[src/hw/canopen_nmt_cfg.svh]
`ifndef CANOPEN_NMT_CFG_SVH
`define CANOPEN_NMT_CFG_SVH

// Identifier field positions.
`define ID_W 11
`define FC_HI 10
`define FC_LO 7
`define NODE_HI 6
`define NODE_LO 0
`define NODE_BROADCAST 7'h00

// Function codes of the predefined connection set.
`define FC_NMT 4'h0
`define FC_SYNC_EMCY 4'h1
`define FC_TIME 4'h2
`define FC_TPDO1 4'h3
`define FC_RPDO1 4'h4
`define FC_TPDO2 4'h5
`define FC_RPDO2 4'h6
`define FC_TPDO3 4'h7
`define FC_RPDO3 4'h8
`define FC_TPDO4 4'h9
`define FC_RPDO4 4'ha
`define FC_SDO_TX 4'hb
`define FC_SDO_RX 4'hc
`define FC_ERR_CTRL 4'he

// Network command values.
`define CMD_START 8'h01
`define CMD_STOP 8'h02
`define CMD_PREOP 8'h80
`define CMD_RESET_NODE 8'h81
`define CMD_RESET_COMM 8'h82

// State codes carried in error-control frames.
`define HB_BOOT 8'h00
`define HB_STOPPED 8'h04
`define HB_OPER 8'h05
`define HB_PREOP 8'h7f

// Cycles spent in each self-timed state.
`define CNT_W 8
`define INIT_CYCLES 8'h10
`define RST_APP_CYCLES 8'h10
`define RST_COMM_CYCLES 8'h10
`define CNT_ONE 8'h01
`define CNT_ZERO 8'h00

`endif

[src/hw/canopen_nmt_pkg.sv]
package canopen_nmt_pkg;

  // Network-management state of the node.
  typedef enum logic [2:0] {
    NS_INIT,
    NS_PREOP,
    NS_OPER,
    NS_STOPPED,
    NS_RST_APP,
    NS_RST_COMM
  } nmt_state_t;

  // Class of a received frame.
  typedef enum logic [3:0] {
    FK_NMT,
    FK_SYNC,
    FK_EMCY,
    FK_TIME,
    FK_RPDO1,
    FK_RPDO2,
    FK_RPDO_UNSUP,
    FK_SDO_RX,
    FK_OTHER
  } frame_kind_t;

  // Class of a frame the node sends.
  typedef enum logic [2:0] {
    TX_BOOT,
    TX_EMCY,
    TX_SDO,
    TX_TPDO1,
    TX_TPDO2,
    TX_ERR_CTRL
  } tx_kind_t;

endpackage

[src/hw/can_id_classify.sv]
`timescale 1ns/1ns
`default_nettype none
`include "canopen_nmt_cfg.svh"

// Splits an identifier into function code and node number and classifies it.
module can_id_classify
  import canopen_nmt_pkg::*;
(
  input wire logic [10:0] id_i,
  input wire logic [6:0] node_i,
  output frame_kind_t kind_o,
  output logic to_me_o
);

  logic [3:0] fc;  // Function code field.
  logic [6:0] nn;  // Node number field.
  logic bcast;     // Node field is zero.

  assign fc = id_i[`FC_HI:`FC_LO];
  assign nn = id_i[`NODE_HI:`NODE_LO];
  assign bcast = (nn == `NODE_BROADCAST);
  // Point-to-point frames count only with a valid own node number.
  assign to_me_o = (nn == node_i) && (node_i != `NODE_BROADCAST);

  // Maps the function code to a frame class.
  always_comb begin
    kind_o = FK_OTHER;
    unique case (fc)
      `FC_NMT: kind_o = bcast ? FK_NMT : FK_OTHER;
      `FC_SYNC_EMCY: kind_o = bcast ? FK_SYNC : FK_EMCY;
      `FC_TIME: kind_o = bcast ? FK_TIME : FK_OTHER;
      `FC_RPDO1: kind_o = FK_RPDO1;
      `FC_RPDO2: kind_o = FK_RPDO2;
      `FC_RPDO3, `FC_RPDO4: kind_o = FK_RPDO_UNSUP;
      `FC_SDO_RX: kind_o = FK_SDO_RX;
      default: kind_o = FK_OTHER;
    endcase
  end

endmodule
`default_nettype wire

[src/hw/can_tx_id_build.sv]
`timescale 1ns/1ns
`default_nettype none
`include "canopen_nmt_cfg.svh"

// Builds the outgoing identifier from frame class and own node number.
module can_tx_id_build
  import canopen_nmt_pkg::*;
(
  input wire tx_kind_t kind_i,
  input wire logic [6:0] node_i,
  output logic [10:0] id_o
);

  logic [3:0] fc;  // Function code for the class.

  // Selects the function code of each sent class.
  always_comb begin
    fc = `FC_ERR_CTRL;
    unique case (kind_i)
      TX_BOOT, TX_ERR_CTRL: fc = `FC_ERR_CTRL;
      TX_EMCY: fc = `FC_SYNC_EMCY;
      TX_SDO: fc = `FC_SDO_TX;
      TX_TPDO1: fc = `FC_TPDO1;
      TX_TPDO2: fc = `FC_TPDO2;
    endcase
  end

  assign id_o = {fc, node_i};

endmodule
`default_nettype wire

[src/hw/canopen_nmt_slave_id_decode.sv]
`timescale 1ns/1ns
`default_nettype none
`include "canopen_nmt_cfg.svh"

// Network-management slave: frame classification, node state, send gating.
module canopen_nmt_slave_id_decode
  import canopen_nmt_pkg::*;
(
  input wire logic ref_clk_i,
  input wire logic reset_i,
  input wire logic [6:0] node_pins_i,
  input wire logic rx_valid_i,
  input wire logic [10:0] rx_id_i,
  input wire logic [7:0] rx_cmd_i,
  input wire logic [7:0] rx_target_i,
  input wire logic emcy_req_i,
  input wire logic sdo_req_i,
  input wire logic [1:0] tpdo_req_i,
  input wire logic err_ctrl_req_i,
  input wire logic tx_ready_i,
  output nmt_state_t nmt_state_o,
  output logic [6:0] node_id_o,
  output logic sync_o,
  output logic [1:0] rpdo_o,
  output logic sdo_rx_o,
  output logic rx_drop_o,
  output logic tx_valid_o,
  output logic [10:0] tx_id_o,
  output logic [7:0] tx_byte0_o,
  output tx_kind_t tx_kind_o,
  output logic tx_done_o
);

  nmt_state_t state_q;          // Current network-management state.
  logic [`CNT_W-1:0] cnt_q;     // Cycles left in a self-timed state.
  logic [6:0] pins_meta_q;      // First synchroniser stage for node pins.
  logic [6:0] pins_sync_q;      // Second synchroniser stage for node pins.
  logic [6:0] node_q;           // Node number latched at end of init.
  logic boot_pend_q;            // Boot-up frame still owed.
  frame_kind_t kind;            // Class of the frame on the receive port.
  logic to_me;                  // Receive identifier carries our node.
  logic cmd_hit;                // A command frame is addressed to us.
  logic cnt_end;                // Self-timed state has run out.
  logic tx_fire;                // Current send is taken this cycle.
  tx_kind_t pick_kind;          // Class of the next send.
  logic pick_ok;                // A gated request is waiting.
  logic [10:0] pick_id;         // Identifier for the next send.
  logic pre_or_op;              // Pre-operational or operational.

  // Receive identifier classifier.
  // It sees the latched node number, so the straps cannot move it mid-frame.
  can_id_classify u_classify (
    .id_i(rx_id_i),
    .node_i(node_q),
    .kind_o(kind),
    .to_me_o(to_me)
  );

  // Transmit identifier builder.
  // It uses the same node number, so sent and received identifiers agree.
  can_tx_id_build u_build (
    .kind_i(pick_kind),
    .node_i(node_q),
    .id_o(pick_id)
  );

  // Shared conditions used by several processes below.
  // A frame leaves the port at the edge where valid and ready are both high.
  assign pre_or_op = (state_q == NS_PREOP) || (state_q == NS_OPER);
  assign cnt_end = (cnt_q == `CNT_ZERO);
  assign tx_fire = tx_valid_o && tx_ready_i;

  // Node pins come from outside, so pass them through two flops.
  // Only the second stage is read, so a strap that changes near an edge
  // can never reach the node number half settled.
  always_ff @(posedge ref_clk_i) begin
    if (reset_i) begin
      pins_meta_q <= 7'h00;
      pins_sync_q <= 7'h00;
    end else begin
      pins_meta_q <= node_pins_i;
      pins_sync_q <= pins_meta_q;
    end
  end

  // A command counts only from pre-operational, operational or stopped.
  // The target byte is compared whole, so a set top bit never matches.
  // The init and reset states ignore commands, which keeps their counts intact.
  always_comb begin
    cmd_hit = 1'b0;
    if (rx_valid_i && (kind == FK_NMT)) begin
      if (pre_or_op || (state_q == NS_STOPPED)) begin
        cmd_hit = (rx_target_i == {1'b0, node_q}) || (rx_target_i == {1'b0, `NODE_BROADCAST});
      end
    end
  end

  // Main state machine; only the counter and commands move it.
  // Init waits for its boot-up frame to be taken before leaving.
  // state ownership
  always_ff @(posedge ref_clk_i) begin
    if (reset_i) begin
      state_q <= NS_INIT;
    end else begin
      unique case (state_q)
        NS_INIT: begin
          if (cnt_end && !boot_pend_q) begin
            state_q <= NS_PREOP;
          end
        end
        NS_RST_APP: begin
          if (cnt_end) begin
            state_q <= NS_RST_COMM;
          end
        end
        NS_RST_COMM: begin
          if (cnt_end) begin
            state_q <= NS_INIT;
          end
        end
        NS_PREOP, NS_OPER, NS_STOPPED: begin
          // Commands act only here; the same command twice is harmless.
          if (cmd_hit) begin
            unique case (rx_cmd_i)
              `CMD_START: state_q <= NS_OPER;
              `CMD_STOP: state_q <= NS_STOPPED;
              `CMD_PREOP: state_q <= NS_PREOP;
              `CMD_RESET_NODE: state_q <= NS_RST_APP;
              `CMD_RESET_COMM: state_q <= NS_RST_COMM;
              default: state_q <= state_q;
            endcase
          end
        end
        default: begin
          // A corrupted code falls back to init without a counter reload, so a zero count leaves init at once with no boot-up frame.
          state_q <= NS_INIT;
        end
      endcase
    end
  end

  // Reloads the counter on entry to each self-timed state.
  // The exit reloads come first, so a state that ends hands over a full count.
  // Outside the timed states the count rests at zero and costs nothing.
  always_ff @(posedge ref_clk_i) begin
    if (reset_i) begin
      cnt_q <= `INIT_CYCLES;
    end else if ((state_q == NS_RST_APP) && cnt_end) begin
      cnt_q <= `RST_COMM_CYCLES;
    end else if ((state_q == NS_RST_COMM) && cnt_end) begin
      cnt_q <= `INIT_CYCLES;
    end else if (cmd_hit && (rx_cmd_i == `CMD_RESET_NODE)) begin
      cnt_q <= `RST_APP_CYCLES;
    end else if (cmd_hit && (rx_cmd_i == `CMD_RESET_COMM)) begin
      cnt_q <= `RST_COMM_CYCLES;
    end else if (!cnt_end) begin
      cnt_q <= cnt_q - `CNT_ONE;
    end
  end

  // Latches the node number and arms the boot-up frame as init finishes.
  // The straps are read once per init, so a change while running waits for a reset.
  // The set and the clear never meet: the clear needs a boot-up frame already out.
  always_ff @(posedge ref_clk_i) begin
    if (reset_i) begin
      node_q <= `NODE_BROADCAST;
      boot_pend_q <= 1'b0;
    end else if ((state_q == NS_INIT) && (cnt_q == `CNT_ONE)) begin
      node_q <= pins_sync_q;
      boot_pend_q <= 1'b1;
    end else if (tx_fire && (tx_kind_o == TX_BOOT)) begin
      boot_pend_q <= 1'b0;
    end
  end

  // Receive events, one-cycle pulses, gated by state except the drop pulse.
  // Each pulse follows its frame by one cycle, so a frame every cycle is fine.
  // Frames for other nodes leave every pulse low.
  always_ff @(posedge ref_clk_i) begin
    if (reset_i) begin
      sync_o <= 1'b0;
      rpdo_o <= 2'b00;
      sdo_rx_o <= 1'b0;
      rx_drop_o <= 1'b0;
    end else begin
      sync_o <= rx_valid_i && (kind == FK_SYNC) && pre_or_op;
      rpdo_o[0] <= rx_valid_i && (kind == FK_RPDO1) && to_me && (state_q == NS_OPER);
      rpdo_o[1] <= rx_valid_i && (kind == FK_RPDO2) && to_me && (state_q == NS_OPER);
      sdo_rx_o <= rx_valid_i && (kind == FK_SDO_RX) && to_me && pre_or_op;
      rx_drop_o <= rx_valid_i && ((kind == FK_TIME) || ((kind == FK_RPDO_UNSUP) && to_me));
    end
  end

  // Picks the next send by fixed priority among requests the state allows.
  // A request the state forbids simply waits; it is neither queued nor lost.
  // Boot-up comes first so that init can finish as early as possible.
  always_comb begin
    pick_ok = 1'b0;
    pick_kind = TX_ERR_CTRL;
    if (boot_pend_q && (state_q == NS_INIT)) begin
      pick_ok = 1'b1;
      pick_kind = TX_BOOT;
    end else if (emcy_req_i && pre_or_op) begin
      pick_ok = 1'b1;
      pick_kind = TX_EMCY;
    end else if (sdo_req_i && pre_or_op) begin
      pick_ok = 1'b1;
      pick_kind = TX_SDO;
    end else if (tpdo_req_i[0] && (state_q == NS_OPER)) begin
      pick_ok = 1'b1;
      pick_kind = TX_TPDO1;
    end else if (tpdo_req_i[1] && (state_q == NS_OPER)) begin
      pick_ok = 1'b1;
      pick_kind = TX_TPDO2;
    end else if (err_ctrl_req_i && (pre_or_op || (state_q == NS_STOPPED))) begin
      pick_ok = 1'b1;
      pick_kind = TX_ERR_CTRL;
    end
  end

  // Send port: holds a frame until taken, then pulses done.
  // A frame in flight is never withdrawn, even when the state moves on.
  // The state code byte is captured at load and matches the moment of loading.
  always_ff @(posedge ref_clk_i) begin
    if (reset_i) begin
      tx_valid_o <= 1'b0;
      tx_id_o <= 11'h000;
      tx_byte0_o <= 8'h00;
      tx_kind_o <= TX_BOOT;
      tx_done_o <= 1'b0;
    end else begin
      tx_done_o <= tx_fire;
      if (tx_fire) begin
        tx_valid_o <= 1'b0;
      end else if (!tx_valid_o && !tx_done_o && pick_ok) begin
        // The gap after done lets the requester drop its request.
        tx_valid_o <= 1'b1;
        tx_id_o <= pick_id;
        tx_kind_o <= pick_kind;
        // The first data byte carries the state code for error control.
        unique case (state_q)
          NS_OPER: tx_byte0_o <= `HB_OPER;
          NS_PREOP: tx_byte0_o <= `HB_PREOP;
          NS_STOPPED: tx_byte0_o <= `HB_STOPPED;
          default: tx_byte0_o <= `HB_BOOT;
        endcase
      end
    end
  end

  // State and node number outputs.
  // Both lag the internal registers by one cycle so that every output is a flop.
  always_ff @(posedge ref_clk_i) begin
    if (reset_i) begin
      nmt_state_o <= NS_INIT;
      node_id_o <= `NODE_BROADCAST;
    end else begin
      nmt_state_o <= state_q;
      node_id_o <= node_q;
    end
  end

endmodule
`default_nettype wire

[config.mk]
export PLATFORM = sky130hd
export DESIGN_NAME = canopen_nmt_slave_id_decode
export DESIGN_NICKNAME = d
export VERILOG_FILES = /design/src/hw/canopen_nmt_pkg.sv /design/src/hw/can_id_classify.sv /design/src/hw/can_tx_id_build.sv /design/src/hw/canopen_nmt_slave_id_decode.sv
export VERILOG_INCLUDE_DIRS = /design/src /design/src/hw
export SDC_FILE = /design/constraint.sdc
export NUM_CORES = 1
export LEC_CHECK = 0
export BUFFER_PORTS_ARGS = -buffer_cell sky130_fd_sc_hd__buf_2
export CORE_MARGIN = 10
export CORE_UTILIZATION = 30
export DETAILED_ROUTE_END_ITERATION = 8
export HOLD_SLACK_MARGIN = 0.12
export PLACE_DENSITY = 0.6
export SLEW_MARGIN = 15
export SYNTH_ARGS = -nofsm -noshare
export SYNTH_HDL_FRONTEND = slang
export SYNTH_SLANG_ARGS = --single-unit
export TNS_END_PERCENT = 100
[constraint.sdc]
create_clock -name ref_clk_i -period 2.2 [get_ports ref_clk_i]
set_input_delay 0.22 -clock ref_clk_i [delete_from_list [all_inputs] [get_ports ref_clk_i]]
set_output_delay 0.22 -clock ref_clk_i [all_outputs]
set_load 0.05 [all_outputs]
==> results.json <==
{
  "crit_fanout": 6,
  "synth_cells": 342,
  "antenna_left": 0,
  "p_per_area_nw_per_um2": 975.1,
  "post_drt_wl_per_cell_um": 15.51,
  "yosys-top-cells-count": "67 x dfxtp_1, 30 x nor2_1, 30 x nor2b_1",
  "ctsHoldBuffers": 7,
  "synth-main-ff-cell": "dfxtp_1",
  "drive_gt1_share_pct": 29.24,
  "status": "finished clean",
  "worstPathArrival_ps": 2320,
  "final_hold_viol_count": 0,
  "die_y_um": 120.8,
  "vias": 2864,
  "cpMaxStageDelayCell": "a2111oi_0",
  "start_util_pct": 31.04,
  "drtPass1Iterations": 4,
  "io_pins": 82,
  "max_stage_delay_ps": 410,
  "io_buffer_count": 80,
  "synth.net_count": 387,
  "yosys-top-cells-area": "dfxtp_1 44%, nor2b_1 6.2%, xor2_1 3.7%",
  "path_cells": "inv_1, ha_1, nor3b_1, buf_4, a311o_1, a2111oi_0, a21oi_1, o211ai_1",
  "gp_congestion": 0.8311,
  "power.internal_w": 0.002367,
  "critPathRequiredTime_ps": 2480,
  "htreeDepth": 3,
  "synthDistinctLibCells": 58,
  "p_switching_w": 0.001510,
  "synth_area_leader_cell": "dfxtp_1",
  "combinationalPowerShare_pct": 34.5,
  "antenna_found_initial": 0,
  "synth.top_cell.area_share_pct": 44.01,
  "clock_sinks": 67,
  "max_freq_mhz": 488.8,
  "clkTransAtPathRegs_ps": 80,
  "cts_resized": 0,
  "worst_slew_pin_slew_ps": 788.3,
  "grt_pass1_vias": 2848,
  "fin_tns_setup_ps": 0,
  "seqPwrFrac_pct": 37.4,
  "max_cap_viol_count": 0,
  "clk_latency_ps": 350,
  "vias_per_cell": 4.929,
  "period_share_pct": 93.00,
  "cp-start-kind": "flip-flop",
  "drc_errors": 0,
  "cp-end-kind": "flip-flop",
  "synthesis.area_um2": 3048,
  "num_antenna_cells": 0,
  "chipWidth_um": 120.8,
  "synth_edf_count": 0,
  "ys_ff_latch": 67,
  "setup_viol": 0,
  "maxSlewHeadroom_pct": 47.31,
  "rsz0062_at_grt": "false",
  "die_area_um2": 14590,
  "grt_first_pass_wirelength_um": 14160,
  "cts_setup_buffers": 0,
  "p_clk_share_pct": 28.1,
  "synth_most_common_cell": "dfxtp_1",
  "final_util_pct": 40.49,
  "ys_seq_area_share_pct": 44.01,
  "path_class": "reg -> reg",
  "gr-total-overflow": 0,
  "leakage_nw": 1.700,
  "layout_min_cycle_time_ps": 2046,
  "grt_max_degree": 53,
  "yosysWarnings": 0,
  "fp.coreArea_um2": 9819,
  "switching_share_pct": 38.95,
  "hpwl_um": 6802,
  "rows": 36,
  "async_flop_share_pct": 0,
  "cts_tree": "yes",
  "drv_slew": 0,
  "detail_route.iter0.violations": 179,
  "numCtsBuffers": 9,
  "dp.cells": 558,
  "cts-root-buf": "clkbuf_8",
  "clk_path_buf_depth": 2,
  "area_growth_pct": 30.46,
  "avgSynthCellArea_um2": 8.912,
  "holdCritPathClass": "in -> reg",
  "fillers": 1047,
  "grt.total_usage_pct": 12.11,
  "instances_no_fill": 581,
  "drt-total-wl_um": 9011,
  "fin_nets": 488,
  "irDropWorstVdd_mv": 0.5368,
  "skew_ps": 8.928
}
[flip-flops by register name, indices dropped and copies added (netlist names), 2 cells and up]
| signal | cells |
|---|---|
| tx_id_o | 11 |
| cnt_q | 8 |
| node_id_o | 7 |
| node_q | 7 |
| pins_meta_q | 7 |
| pins_sync_q | 7 |
| nmt_state_o | 3 |
| state_q | 3 |
| tx_byte0_o | 3 |
| tx_kind_o | 3 |
| rpdo_o | 2 |
[stage by stage]
| step | instance area [um2] | setup slack, ps | hold WS, ps | power (W) |
|---|---|---|---|---|
| after floorplan | 3048 | 278.1 | 348.2 | 0.002353 |
| after global placement | 3700 | 165.5 | 418.4 | 0.002784 |
| after detailed placement | 3700 | 140.3 | 420.4 | 0.002795 |
| after CTS | 3976 | 155.9 | 151.9 | 0.003888 |
| after global routing | 3976 | 15.22 | 158.2 | 0.004093 |
| final | 3976 | 154.0 | 144.0 | 0.003877 |
[critical path: cells and delay by family (launching register included)]
kind | cells | cell delay (ps)
compound gates | 4 | 970
fa+ha+maj | 1 | 240
buf+inv | 2 | 260
flops | 1 | 370
simple gates | 1 | 150
[power groups by stage]
stage / clock network (W) / registers (W) / logic (W)
floorplan: 0 / 0.00164 / 0.000711
global placement: 0 / 0.00148 / 0.00131
detailed placement: 0 / 0.00148 / 0.00132
CTS: 0.00110 / 0.00145 / 0.00133
global route: 0.00116 / 0.00147 / 0.00146
finish: 0.00109 / 0.00145 / 0.00134
[metal layers]
| metal | wire length [um] | GRT usage, % | part of all wire, % | vias up |
|---|---|---|---|---|
| li1 | - | - | - | 1433 |
| met1 | 4068 | 14.66 | 45 | 1345 |
| met2 | 4278 | 19.56 | 47 | 78 |
| met3 | 543 | 4.002 | 6.0 | 8 |
| met4 | 121 | 4.449 | 1.3 | 0 |
| met5 | 0 | 0 | 0 | - |
[placed cells by master, fill, tap and decap left out, types with 7 or more instances in the layout]
master,instances
clkbuf_8,9
nor4_1,10
nand3_1,12
dfxtp_1,67
nor2_1,30
inv_1,7
buf_4,25
o21ai_0,14
dlygate4sd3_1,7
a21oi_1,22
nor2b_1,30
nand2_1,12
mux2i_1,8
nor3_1,17
buf_2,80
xor2_1,13
[kinds of logic after synthesis]
group	after synthesis	share of synthesized area, %
AND/OR/NAND/NOR	137	25.08
AO/OA/AOI/OAI	79	17.65
flip-flops	67	44.01
buffers and inverters	29	4.228
XOR/XNOR	19	5.460
multiplexers	8	2.627
adder cells (fa/ha/maj)	2	0.8209
other	1	0.1230
[path summary, 6_finish.rpt]
check	to	from	slack (ps)	cells past startpoint
setup / recovery	state_q[0]	cnt_q[0]	150	8
hold / removal	node_id_o[3]	reset_i	140	2
setup reg to reg	state_q[0]	cnt_q[0]	150	8
hold reg to reg	pins_sync_q[2]	pins_meta_q[2]	440	1
[final cells by class]
class	count	area [um2]	area share, %
Clock buffer	9	123.9	3.115
Clock inverter	7	82.58	2.077
Inverter	7	26.28	0.6608
Multi-Input combinational cell	246	1578	39.68
Sequential cell	67	1341	33.73
Tap cell	133	166.4	4.185
Timing Repair Buffer	112	658.1	16.55
Note: power is estimated with default switching activity, not from simulation.
